--- config.mk ---
export PLATFORM = sky130hd
export DESIGN_NAME = xcvr_loop_ctrl
export DESIGN_NICKNAME = d
export VERILOG_FILES = /design/src/xcvr_ctrl_pkg.sv /design/src/xcvr_fifo.sv /design/src/xcvr_loop_ctrl.sv
export SDC_FILE = /design/constraint.sdc
export NUM_CORES = 1
export LEC_CHECK = 0
export ABC_AREA = 0
export BUFFER_PORTS_ARGS = -buffer_cell sky130_fd_sc_hd__buf_4
export CORE_UTILIZATION = 45
export CTS_BUF_LIST = sky130_fd_sc_hd__clkbuf_8
export DETAILED_ROUTE_END_ITERATION = 8
export HOLD_SLACK_MARGIN = 0.15
export PLACE_DENSITY = 0.68
export SYNTH_ARGS = -nofsm -noshare
export SYNTH_HDL_FRONTEND = slang
export SYNTH_HIERARCHICAL = 1
export SYNTH_SLANG_ARGS = --single-unit
export TNS_END_PERCENT = 20
--- constraint.sdc ---
create_clock -name sys_clk -period 7.2 [get_ports sys_clk]
set_input_delay 0 -clock sys_clk [delete_from_list [all_inputs] [get_ports sys_clk]]
set_output_delay 0 -clock sys_clk [all_outputs]
set_load 0.01 [all_outputs]
--- src/xcvr_ctrl_pkg.sv ---
// Package for the transceiver loopback and reset control block.
// Assumes a single 25 MHz system clock; shared constants and types live here.
package xcvr_ctrl_pkg;

  // Loopback selection, normal operation is the reset value
  typedef enum logic [2:0] {
    LB_NORMAL,
    LB_SERIAL_PRE,
    LB_SERIAL_POST,
    LB_PARALLEL,
    LB_REPEATER
  } loopback_mode_t;

  localparam int DATA_W_DEF      = 16;
  localparam int FIFO_DEPTH_DEF  = 16;
  localparam int RESET_HOLD_CLKS = 5;    // Clocks to leave reset per domain
  localparam int CFG_W_DEF       = 8;
  localparam logic [2:0] HOLD_ZERO = 3'h0;
  localparam logic [2:0] HOLD_DONE = 3'h5;

  // Word carried along a data path
  typedef struct packed {
    logic        valid;
    logic [15:0] data;
  } beat_t;

  // Serial line state toward the pins and loopback taps
  typedef struct packed {
    logic pos;
    logic neg;
    logic pos_oe;
    logic neg_oe;
  } serial_pins_t;

endpackage

--- src/xcvr_fifo.sv ---
// Synchronous FIFO with valid/ready on both sides.
// Assumes one clock; flush empties it (used as recentring on reset).
`timescale 1ns/1ps
module xcvr_fifo
  import xcvr_ctrl_pkg::*;
#(
  parameter int WIDTH = DATA_W_DEF,
  parameter int DEPTH = FIFO_DEPTH_DEF
)(
  // Clock and reset
  input  wire logic             sys_clk,
  input  wire logic             sys_rst,
  input  wire logic             flush,
  // Fill side
  input  wire logic             in_valid,
  output logic                  in_ready,
  input  wire logic [WIDTH-1:0] in_data,
  // Drain side
  output logic                  out_valid,
  input  wire logic             out_ready,
  output logic [WIDTH-1:0]      out_data
);
  localparam int AW = $clog2(DEPTH);

  logic [WIDTH-1:0] mem_reg [DEPTH];
  logic [AW-1:0]    wr_ptr_reg;
  logic [AW-1:0]    rd_ptr_reg;
  logic [AW:0]      count_reg;
  wire              push;
  wire              pop;

  // Honest full and empty from the occupancy count
  assign in_ready  = (count_reg != (AW+1)'(DEPTH));
  assign out_valid = (count_reg != '0);
  assign push      = in_valid & in_ready;
  assign pop       = out_valid & out_ready;
  assign out_data  = mem_reg[rd_ptr_reg];

  // Storage write
  always_ff @(posedge sys_clk)
  begin
    if (push)
      mem_reg[wr_ptr_reg] <= in_data;
  end

  // Pointers and count; flush recentres to empty
  always_ff @(posedge sys_clk or posedge sys_rst)
  begin
    if (sys_rst)
    begin
      wr_ptr_reg <= '0;
      rd_ptr_reg <= '0;
      count_reg  <= '0;
    end
    else if (flush)
    begin
      wr_ptr_reg <= '0;
      rd_ptr_reg <= '0;
      count_reg  <= '0;
    end
    else
    begin
      if (push)
        wr_ptr_reg <= (wr_ptr_reg == AW'(DEPTH-1)) ? '0 : wr_ptr_reg + 1'b1;
      if (pop)
        rd_ptr_reg <= (rd_ptr_reg == AW'(DEPTH-1)) ? '0 : rd_ptr_reg + 1'b1;
      count_reg <= count_reg + (AW+1)'(push) - (AW+1)'(pop);
    end
  end
endmodule

--- src/xcvr_loop_ctrl.sv ---
// Loopback, directional reset and sleep control for a serial transceiver.
// Assumes the serializer sits outside; its parallel words arrive on sys_clk.
`timescale 1ns/1ps

// Notes on behaviour
// - Four test loopbacks: serial pre-driver, serial post-driver, parallel, repeater.
// - Pre-driver loopback feeds transmit to receiver and leaves both serial pins undriven.
// - Post-driver loopback keeps both serial pins driven while looping back.
// - Parallel loopback disables serial loop path; transmitter outputs stay active.
// - Inhibit holds the positive serial output at 0 until released.
// - Repeater loopback retransmits received data without passing the user side.
// - Transmit reset recentres transmit FIFO, clears transmit registers and encoder.
// - Receive reset recentres receive buffer, clears receive registers and decoder.
// - Both resets active high; each direction's coding layer in reset while its own reset is high.
// - After release, five clocks per affected domain before leaving reset.
// - Directional resets leave the analogue configuration vector unchanged.
// - Analogue pipeline keeps running during a directional reset.
// - Power-down follows the transceiver sleep input.
// - Package power-down pin has no effect on the transceiver unit.
module xcvr_loop_ctrl
  import xcvr_ctrl_pkg::*;
#(
  parameter int DATA_W = DATA_W_DEF,
  parameter int DEPTH  = FIFO_DEPTH_DEF,
  parameter int CFG_W  = CFG_W_DEF
)(
  // Clock and reset
  input  wire logic              sys_clk,
  input  wire logic              sys_rst,
  // Control
  input  wire loopback_mode_t    loopback_sel,
  input  wire logic              tx_side_reset,
  input  wire logic              rx_side_reset,
  input  wire logic              tx_output_inhibit,
  input  wire logic              transceiver_sleep,
  input  wire logic              package_power_down,
  input  wire logic [CFG_W-1:0]  analog_cfg_in,
  input  wire logic              analog_cfg_load,
  // User transmit stream
  input  wire logic              tx_valid,
  output logic                   tx_ready,
  input  wire logic [DATA_W-1:0] tx_data,
  // User receive stream
  output logic                   rx_valid,
  input  wire logic              rx_ready,
  output logic [DATA_W-1:0]      rx_data,
  // Line side, parallel words from and to the serializer
  input  wire logic [DATA_W-1:0] line_rx_data,
  input  wire logic              line_rx_valid,
  output logic [DATA_W-1:0]      line_tx_data,
  // Serial pins and loopback tap
  output logic                   serial_out_pos,
  output logic                   serial_out_neg,
  output logic                   serial_out_pos_oe,
  output logic                   serial_out_neg_oe,
  output logic                   serial_loop_en,
  input  wire logic              serial_bit,
  // Status
  output logic                   tx_in_reset,
  output logic                   rx_in_reset,
  output logic                   sleeping,
  output logic [CFG_W-1:0]       analog_cfg,
  output logic                   analog_pipe_tick
);

  logic [2:0]        tx_hold_reg;
  logic [2:0]        rx_hold_reg;
  logic [DATA_W-1:0] enc_reg;
  logic [DATA_W-1:0] dec_reg;
  logic              dec_valid_reg;
  logic [CFG_W-1:0]  cfg_reg;
  logic              pipe_reg;
  logic              pos_reg;
  logic              neg_reg;
  loopback_mode_t    mode_reg;
  wire               txf_valid;
  wire [DATA_W-1:0]  txf_data;
  wire               rxf_ready;
  wire               txf_in_ready;
  wire               rx_src_valid;
  wire [DATA_W-1:0]  rx_src_data;
  wire               tx_pcs_rst;
  wire               rx_pcs_rst;
  wire               tx_run;
  wire               loop_serial;
  wire               pins_driven;
  wire               rpt;
  serial_pins_t      pins;

  // Release counter step, shared by both directions
  function automatic logic [2:0] hold_next(input logic rst_in, input logic [2:0] cnt);
    if (rst_in)
      hold_next = HOLD_ZERO;
    else if (cnt != HOLD_DONE)
      hold_next = cnt + 3'h1;
    else
      hold_next = cnt;
  endfunction

  // Each direction stays in reset while held, then five clocks more
  always_ff @(posedge sys_clk or posedge sys_rst)
  begin
    if (sys_rst)
    begin
      tx_hold_reg <= HOLD_ZERO;
      rx_hold_reg <= HOLD_ZERO;
    end
    else
    begin
      tx_hold_reg <= hold_next(tx_side_reset, tx_hold_reg);
      rx_hold_reg <= hold_next(rx_side_reset, rx_hold_reg);
    end
  end

  // The coding layer is held in reset until the count completes
  assign tx_pcs_rst  = tx_side_reset | (tx_hold_reg != HOLD_DONE);
  assign rx_pcs_rst  = rx_side_reset | (rx_hold_reg != HOLD_DONE);
  assign tx_in_reset = tx_pcs_rst;
  assign rx_in_reset = rx_pcs_rst;

  // Sleep comes only from the transceiver's own input; the package pin
  // is accepted but deliberately left out of every path
  assign sleeping = transceiver_sleep;
  assign tx_run   = ~tx_pcs_rst & ~transceiver_sleep;

  // Mode is registered so a glitch on the select cannot split the paths
  always_ff @(posedge sys_clk or posedge sys_rst)
  begin
    if (sys_rst)
      mode_reg <= LB_NORMAL;
    else if (loopback_sel <= LB_REPEATER)
      mode_reg <= loopback_sel;
  end

  assign rpt         = (mode_reg == LB_REPEATER);
  assign loop_serial = (mode_reg == LB_SERIAL_PRE) | (mode_reg == LB_SERIAL_POST);
  assign serial_loop_en = loop_serial;                  // off in parallel mode
  // Ready is withheld while repeating, so no user word is taken and then lost
  assign tx_ready = txf_in_ready & ~rpt;

  // Transmit FIFO, recentred by the transmit reset
  xcvr_fifo #(.WIDTH(DATA_W), .DEPTH(DEPTH)) u_tx_fifo (
    .sys_clk  (sys_clk),
    .sys_rst  (sys_rst),
    .flush    (tx_pcs_rst),
    .in_valid (tx_valid & ~rpt),
    .in_ready (txf_in_ready),
    .in_data  (tx_data),
    .out_valid(txf_valid),
    .out_ready(tx_run),
    .out_data (txf_data)
  );

  // Encoder stage; repeater mode takes the received word directly
  always_ff @(posedge sys_clk or posedge sys_rst)
  begin
    if (sys_rst)
      enc_reg <= '0;
    else if (tx_pcs_rst)
      enc_reg <= '0;
    else if (rpt && line_rx_valid)
      enc_reg <= line_rx_data;
    else if (!rpt && txf_valid && tx_run)
      enc_reg <= txf_data;
  end
  assign line_tx_data = enc_reg;

  // Receive source: line data, or transmit words in parallel loopback
  assign rx_src_valid = (mode_reg == LB_PARALLEL) ? (txf_valid & tx_run) : line_rx_valid;
  assign rx_src_data  = (mode_reg == LB_PARALLEL) ? txf_data : line_rx_data;

  // Decoder stage; cleared by the receive reset
  always_ff @(posedge sys_clk or posedge sys_rst)
  begin
    if (sys_rst)
    begin
      dec_reg       <= '0;
      dec_valid_reg <= 1'b0;
    end
    else if (rx_pcs_rst || transceiver_sleep)
    begin
      dec_reg       <= '0;
      dec_valid_reg <= 1'b0;
    end
    else
    begin
      dec_reg       <= rx_src_data;
      dec_valid_reg <= rx_src_valid & ~rpt & rxf_ready; // user side bypassed
    end
  end

  // Receive elastic buffer, recentred by the receive reset
  xcvr_fifo #(.WIDTH(DATA_W), .DEPTH(DEPTH)) u_rx_fifo (
    .sys_clk  (sys_clk),
    .sys_rst  (sys_rst),
    .flush    (rx_pcs_rst),
    .in_valid (dec_valid_reg),
    .in_ready (rxf_ready),
    .in_data  (dec_reg),
    .out_valid(rx_valid),
    .out_ready(rx_ready),
    .out_data (rx_data)
  );

  // Analogue configuration: only system reset or a load touches it
  always_ff @(posedge sys_clk or posedge sys_rst)
  begin
    if (sys_rst)
      cfg_reg <= '0;
    else if (analog_cfg_load)
      cfg_reg <= analog_cfg_in;                         // no directional reset term
  end
  assign analog_cfg = cfg_reg;

  // Analogue pipeline heartbeat keeps toggling through directional resets
  always_ff @(posedge sys_clk or posedge sys_rst)
  begin
    if (sys_rst)
      pipe_reg <= 1'b0;
    else if (!transceiver_sleep)
      pipe_reg <= ~pipe_reg;
  end
  assign analog_pipe_tick = pipe_reg;

  // Pins are dropped in pre-driver loopback and while asleep
  assign pins_driven = (mode_reg != LB_SERIAL_PRE) & ~transceiver_sleep;

  // Registered pin levels; inhibit forces the positive leg low
  always_ff @(posedge sys_clk or posedge sys_rst)
  begin
    if (sys_rst)
    begin
      pos_reg <= 1'b0;
      neg_reg <= 1'b1;
    end
    else
    begin
      pos_reg <= tx_output_inhibit ? 1'b0 : serial_bit;
      neg_reg <= ~serial_bit;
    end
  end

  // Combinational inhibit keeps the low level from the very cycle it asserts
  assign pins.pos    = pos_reg & ~tx_output_inhibit;
  assign pins.neg    = neg_reg;
  assign pins.pos_oe = pins_driven;
  assign pins.neg_oe = pins_driven;

  assign serial_out_pos    = pins.pos;
  assign serial_out_neg    = pins.neg;
  assign serial_out_pos_oe = pins.pos_oe;
  assign serial_out_neg_oe = pins.neg_oe;

endmodule
=== Word-level counts from Yosys, hierarchy flattened ===
Memories as Yosys holds them, arrays and structs flattened.
Index checks and enable logic that the tools add are counted.
W data, S select, Z words.

* Output and inout bits: 51
* ROM bits: 0
* Bits in latches: 0
* RAM bits: 512
* Bits in registers: 79
* Memories kept: 2

{| class="wikitable"
|+ Memory list
! memory !! depth !! bits a word !! rd ports !! clocked after Yosys merged registers in !! write ports !! RTL line !! text
|-
| u_rx_fifo.mem_reg || 16 || 16 || 1 || 0 || 1 || xcvr_fifo.sv:25 || <nowiki>logic [WIDTH-1:0] mem_reg [DEPTH];</nowiki>
|-
| u_tx_fifo.mem_reg || 16 || 16 || 1 || 0 || 1 || xcvr_fifo.sv:25 ||
|}

* Reductions and logical operators: 14
* Equal/unequal tests: 13
* Muxes and demuxes: 30
* Divide/modulo/power cells: 0
* Add/sub/neg operators: 10
* Bitwise logic cells: 20
* $mul: 0
* $lt $le $gt $ge: 1
* Shift operators: 0

{| class="wikitable"
|+ Operators with widths
! kind !! number
|-
| $mux W16 || 5
|-
| $mux W4 || 12
|-
| $add A4 B1 Y4 const B || 4
|-
| $eq A4 B4 Y1 const B || 4
|-
| $mux W3 || 4
|-
| $reduce_bool A2 Y1 || 6
|-
| $and A1 B1 Y1 || 11
|-
| $add A5 B1 Y5 || 2
|-
| $mux W5 || 2
|-
| $ne A5 B5 Y1 const B || 2
|-
| $reduce_bool A5 Y1 || 2
|-
| $sub A5 B1 Y5 || 2
|-
| $mux W1 || 7
|-
| $add A3 B1 Y3 const B || 2
|-
| $eq A3 B2 Y1 const B || 2
|-
| $ne A3 B3 Y1 const B || 2
|-
| $not A1 Y1 || 6
|-
| $eq A3 B1 Y1 const B || 1
|-
| $eq A3 B3 Y1 const B || 1
|-
| $le A3 B3 Y1 const B || 1
|-
| $logic_and A1 B1 Y1 || 3
|-
| $ne A3 B1 Y1 const B || 1
|-
| $or A1 B1 Y1 || 3
|-
| $reduce_bool A3 Y1 || 1
|-
| other kinds (2) || 2
|}

=== Logic depth before layout (Yosys ltp) ===
* Depth after elaboration: 9
* Gate-level depth with buffers: 18
* Mapped depth without buffers: 16

=== Cells and area by module ===
The synthesis kept the hierarchy.

{| class="wikitable"
|+ Modules (own cells, without submodules)
! module !! sequential area each (um^2) !! area an instance (um^2) !! times used !! cells each
|-
| xcvr_fifo (u_tx_fifo) || 8012.7 || 10766.6 || 1 || 569
|-
| xcvr_fifo (u_rx_fifo) || 8012.7 || 10677.7 || 1 || 553
|-
| xcvr_loop_ctrl || 1327.5 || 2526.2 || 1 || 236
|}

=== Worst setup path after synthesis ===
OpenSTA, ideal clock, no wires.

* Kind: reg2reg
* Start: reg tx_hold_reg[0]
* End: reg u_tx_fifo.count_reg[4]
* Slack: 3997 ps
* Data arrival time: 3057 ps
* Data required time: 7054 ps
* Period minus slack after synthesis: 3203 ps
* Setup time: 146 ps
* Cell stages (with the launch flop): 18
* Path through: dfrtp_1 ha_1 and3b_1 buf_4 clkinv_1 clkbuf_1 nor2_1 nand2_2 inv_1 ha_1 inv_1 ha_1 inv_1 fa_1 nor2b_1 o21bai_1 a21oi_1 nor3b_1

* Longest elaborated chain between the ends: 7

{| class="wikitable"
|+ Ends and longest elaborated chain
! element !! RTL line !! text
|-
| start, declared || xcvr_loop_ctrl.sv:66 || <nowiki>logic [2:0] tx_hold_reg;</nowiki>
|-
| start signal, assigned || xcvr_loop_ctrl.sv:110 || <nowiki>tx_hold_reg <= hold_next(tx_side_reset, tx_hold_reg);</nowiki>
|-
| $ne A3 B3 Y1 || xcvr_loop_ctrl.sv:116 || <nowiki>assign tx_pcs_rst = tx_side_reset | (tx_hold_reg != HOLD_DONE);</nowiki>
|-
| $or A1 B1 Y1 || xcvr_loop_ctrl.sv:116 ||
|-
| named net tx_in_reset || xcvr_loop_ctrl.sv:59 || <nowiki>output logic tx_in_reset,</nowiki>
|-
| $not A1 Y1 || xcvr_loop_ctrl.sv:124 || <nowiki>assign tx_run = ~tx_pcs_rst & ~transceiver_sleep;</nowiki>
|-
| $and A1 B1 Y1 || xcvr_loop_ctrl.sv:124 ||
|-
| named net tx_run || xcvr_loop_ctrl.sv:84 || <nowiki>wire tx_run;</nowiki>
|-
| $and A1 B1 Y1 || xcvr_fifo.sv:36 || <nowiki>assign pop = out_valid & out_ready;</nowiki>
|-
| $sub A5 B1 Y5 || xcvr_fifo.sv:67 || <nowiki>count_reg <= count_reg + (AW+1)'(push) - (AW+1)'(pop);</nowiki>
|-
| $mux W5 || xcvr_fifo.sv:55 || <nowiki>else if (flush)</nowiki>
|-
| end signal, assigned || xcvr_fifo.sv:67 ||
|-
| end, declared || xcvr_fifo.sv:28 || <nowiki>logic [AW:0] count_reg;</nowiki>
|}

The timed path passes the listed nets, and every way through them passes these cells.
A chain may end at the register's enable or synchronous reset.

=== Worst setup path in the final report ===
* Start: reg tx_hold_reg[1]
* End: reg u_tx_fifo.count_reg[4]

* Longest elaborated chain between the ends: 7

{| class="wikitable"
|+ Ends and longest elaborated chain
! element !! RTL line
|-
| $ne A3 B3 Y1 || xcvr_loop_ctrl.sv:116
|-
| $or A1 B1 Y1 || xcvr_loop_ctrl.sv:116
|-
| $not A1 Y1 || xcvr_loop_ctrl.sv:124
|-
| $and A1 B1 Y1 || xcvr_loop_ctrl.sv:124
|-
| named net tx_run || xcvr_loop_ctrl.sv:84
|-
| $and A1 B1 Y1 || xcvr_fifo.sv:36
|-
| $sub A5 B1 Y5 || xcvr_fifo.sv:67
|-
| $mux W5 || xcvr_fifo.sv:55
|}

The timed path passes the listed nets, and every way through them passes these cells.

==> flow_summary_export.csv <==
group,metric,value,unit
outcome,outcome,"complete, no violations",
clock_tree,clock_latency,710,ps
global_routing,grt_pass1_vias,13710,
finish,area_growth,16.99,%
logic_synthesis,postSynthAreaPerCell,17.65,um^2
global_routing,grt.total_usage,20.95,%
floorplanning,num_io_pins,106,
logic_synthesis,synth_seq_area_share,72.39,%
logic_synthesis,async_reset_ff_share,13.37,%
critical_path,r2r_end,"u_tx_fifo/count_reg[4]",
timing,fin_crit_sh,56.13,%
logic_synthesis,yosys_warnings,6,
finish,layout-drive-gt1-share,20.85,%
finish,multi_input_area,5961,um^2
finish,regArea,17360,um^2
detailed_routing,dr.first_iter.drc_count,835,
power,ir_drop,0.0001983,V
clock_tree,cts_tree,"yes",
global_routing,grt_max_degree,57,
clock_tree,cts-root-buf,"clkbuf_8",
timing,max_freq,247.4,MHz
timing,drv_slew,0,
timing,fin_skew,51.11,ps
clock_tree,cts.sinks,591,
detailed_routing,ant_nets,0,
timing,whs,213.0,ps
power,leakage,9.690,nW
clock_tree,htreeDepth,3,
global_routing,antenna_found_initial,0,
critical_path,crit_end,"u_tx_fifo/count_reg[4]",
logic_synthesis,synth_edf_count,512,
critical_path,cp_max_fo,31,
floorplanning,initial_core_util,45.61,%
detailed_routing,wl_per_cell,23.51,um
detailed_routing,dr_total_vias,13240,
clock_tree,cts_buffers,95,
job,maxCapViolations,0,
critical_path,cp-start-kind,"flip-flop",
logic_synthesis,synthFlopType,"edfxtp_1",
clock_tree,clk_path_buf_depth,3,
detailed_routing,via_per_inst,5.593,
logic_synthesis,synthDistinctLibCells,59,
timing,rsz0062_at_grt,"no",
critical_path,critPathKind,"reg -> reg",
finish,fillCellCount,4147,
finish,nets,1687,
logic_synthesis,ys_ff_latch,591,
floorplanning,fp-row-count,84,
timing,relSlewSlack,18.39,%
timing,fin_crit,4042,ps
critical_path,rr_startpoint,"tx_hold_reg[1]",
floorplanning,dieArea,54200,um^2
critical_path,regToRegSetupSlack,3160,ps
placement,gp_congestion,0.8005,
power,p_total,6.569,mW
logic_synthesis,synth_nets,1441,
global_routing,grt_pass1_wl,83190,um
critical_path,end_kind,"flip-flop",
timing,fin_setup_tns,0,ps
timing,timing.final.hold_violations,0,
timing,report.final.setup_viol,0,
finish,antennaDiodeCount,0,
placement,portBuffers,104,
floorplanning,floorplan.die.height,232.8,um
floorplanning,core_area,52550,um^2
placement,hpwl,31260,um
critical_path,reg2regPathDepth,17,
clock_tree,clkTransAtPathRegs,60,ps
floorplanning,die_x,232.8,um
detailed_routing,wl,55650,um
timing,worstMarginPinSlew,1224,ps
power,p_per_area,234.2,nW/um^2
critical_path,cp_data_arrival_time,4610,ps
finish,design_area,28040,um^2
detailed_routing,drt-pass1-iter-count,5,
global_routing,grt-ovfl-total,0,
hold_path,hold_path_class,"in -> reg",
detailed_routing,drc,0,
placement,placedInstanceArea,25200,um^2
logic_synthesis,syn-instance-count,1358,
critical_path,worstPathRequired,7760,ps
logic_synthesis,syn_area,23970,um^2
critical_path,startpoint,"tx_hold_reg[1]",
## critical path: stages (launching register included)
cell	delay (ps)
dfrtp_1	400
inv_1	60
ha_1	180
and3b_1	170
buf_4	250
clkinv_1	770
nor2_1	420
nand2_2	130
inv_1	130
ha_1	240
inv_1	50
ha_1	160
inv_1	60
fa_1	400
nor2b_1	160
o21bai_1	100
a21oi_1	150
nor3b_1	60
## report_power, final
| group | switching (mW) | total, mW | internal, mW |
|---|---|---|---|
| sequential | 0.0140 | 3.74 | 3.72 |
| clock | 1.30 | 2.62 | 1.33 |
| combinational | 0.107 | 0.212 | 0.105 |
## repair_timing
item	4_1_cts	5_1_grt
setup buffers	0	0
endpoints found under the hold margin	409	0
resized for setup	0	0
hold buffers	112	0
## cells in the mapped netlist, types with 19 or more instances
master    number  share of area [%]
dfrtp_1       78                8.1
a21oi_1       36               0.75
edfxtp_1     512                 64
ha_1          26                1.4
nor2_1        24               0.38
a211oi_1      19               0.60
clkbuf_1      26               0.41
mux2i_1      112                4.7
mux2_2        40                1.9
nor3_1        26               0.54
mux4_2        59                5.5
and2_1        29               0.76
nand2_1       67                1.0
buf_2         20               0.42
inv_1         31               0.49
## per-layer routing
metal | GRT usage [%] | part of all wire, % | vias up
li1 | - | - | 5887
met4 | 8.885 | 3.5 | 0
met3 | 4.816 | 7.1 | 118
met2 | 34.62 | 50 | 485
met5 | 0 | 0 | -
met1 | 26.51 | 40 | 6749
## layout make-up
cell class              instances  area share, %
flip-flops and latches        591          61.91
multi-input cells             652          21.26
repair buffers                231          7.183
clock buffers                 100          4.908
well taps                     688          3.070
clock inverters                72          1.236
inverters                      33         0.4417
## stage by stage
| stage | instances | utilization [%] | worst slack (ps) |
|---|---|---|---|
| finish | 2367 | 53.36 | 3158 |
| global route | 2367 | 53.36 | 2785 |
| CTS | 2367 | 53.36 | 3137 |
| detailed placement | 2083 | 47.95 | 3131 |
| global placement | 2083 | 47.95 | 3245 |
| floorplan | 1358 | - | 3997 |
## worst min-delay path by stage
stage / startpoint / endpoint / slack, ps / depth (start not counted)
5_1_grt: line_rx_data[2] / dec_reg[2] / 190 / 4
6_report: line_rx_data[3] / dec_reg[3] / 210 / 4
3_3_place_gp: sys_rst / mode_reg[1] / -100 / 2
3_5_place_dp: sys_rst / mode_reg[1] / -100 / 2
2_1_floorplan: sys_rst / u_rx_fifo/count_reg[0] / -120 / 1
4_1_cts: line_rx_data[2] / dec_reg[2] / 170 / 4
## kinds of logic (layout without fill, tap and decap cells)
logic type | count (synthesis) | after routing | share of synthesized area, %
compound gates | 196 | 196 | 5.945
buf+inv | 115 | 436 | 2.756
simple gates | 198 | 198 | 4.223
mux | 216 | 216 | 12.65
flops | 591 | 591 | 72.39
xor+xnor | 14 | 14 | 0.5115
fa+ha+maj | 28 | 28 | 1.524
## placed cells by master, fill, tap and decap left out, drive strengths merged, types with 36 or more instances in the layout
cell and instances:
clkbuf 100, a21oi 36, mux2 40, inv 71
mux2i 112, edfxtp 512, dfrtp 78, dlygate4sd3 112
mux4 64, buf 119, nand2 68
Power figures use the tool's default switching activity.
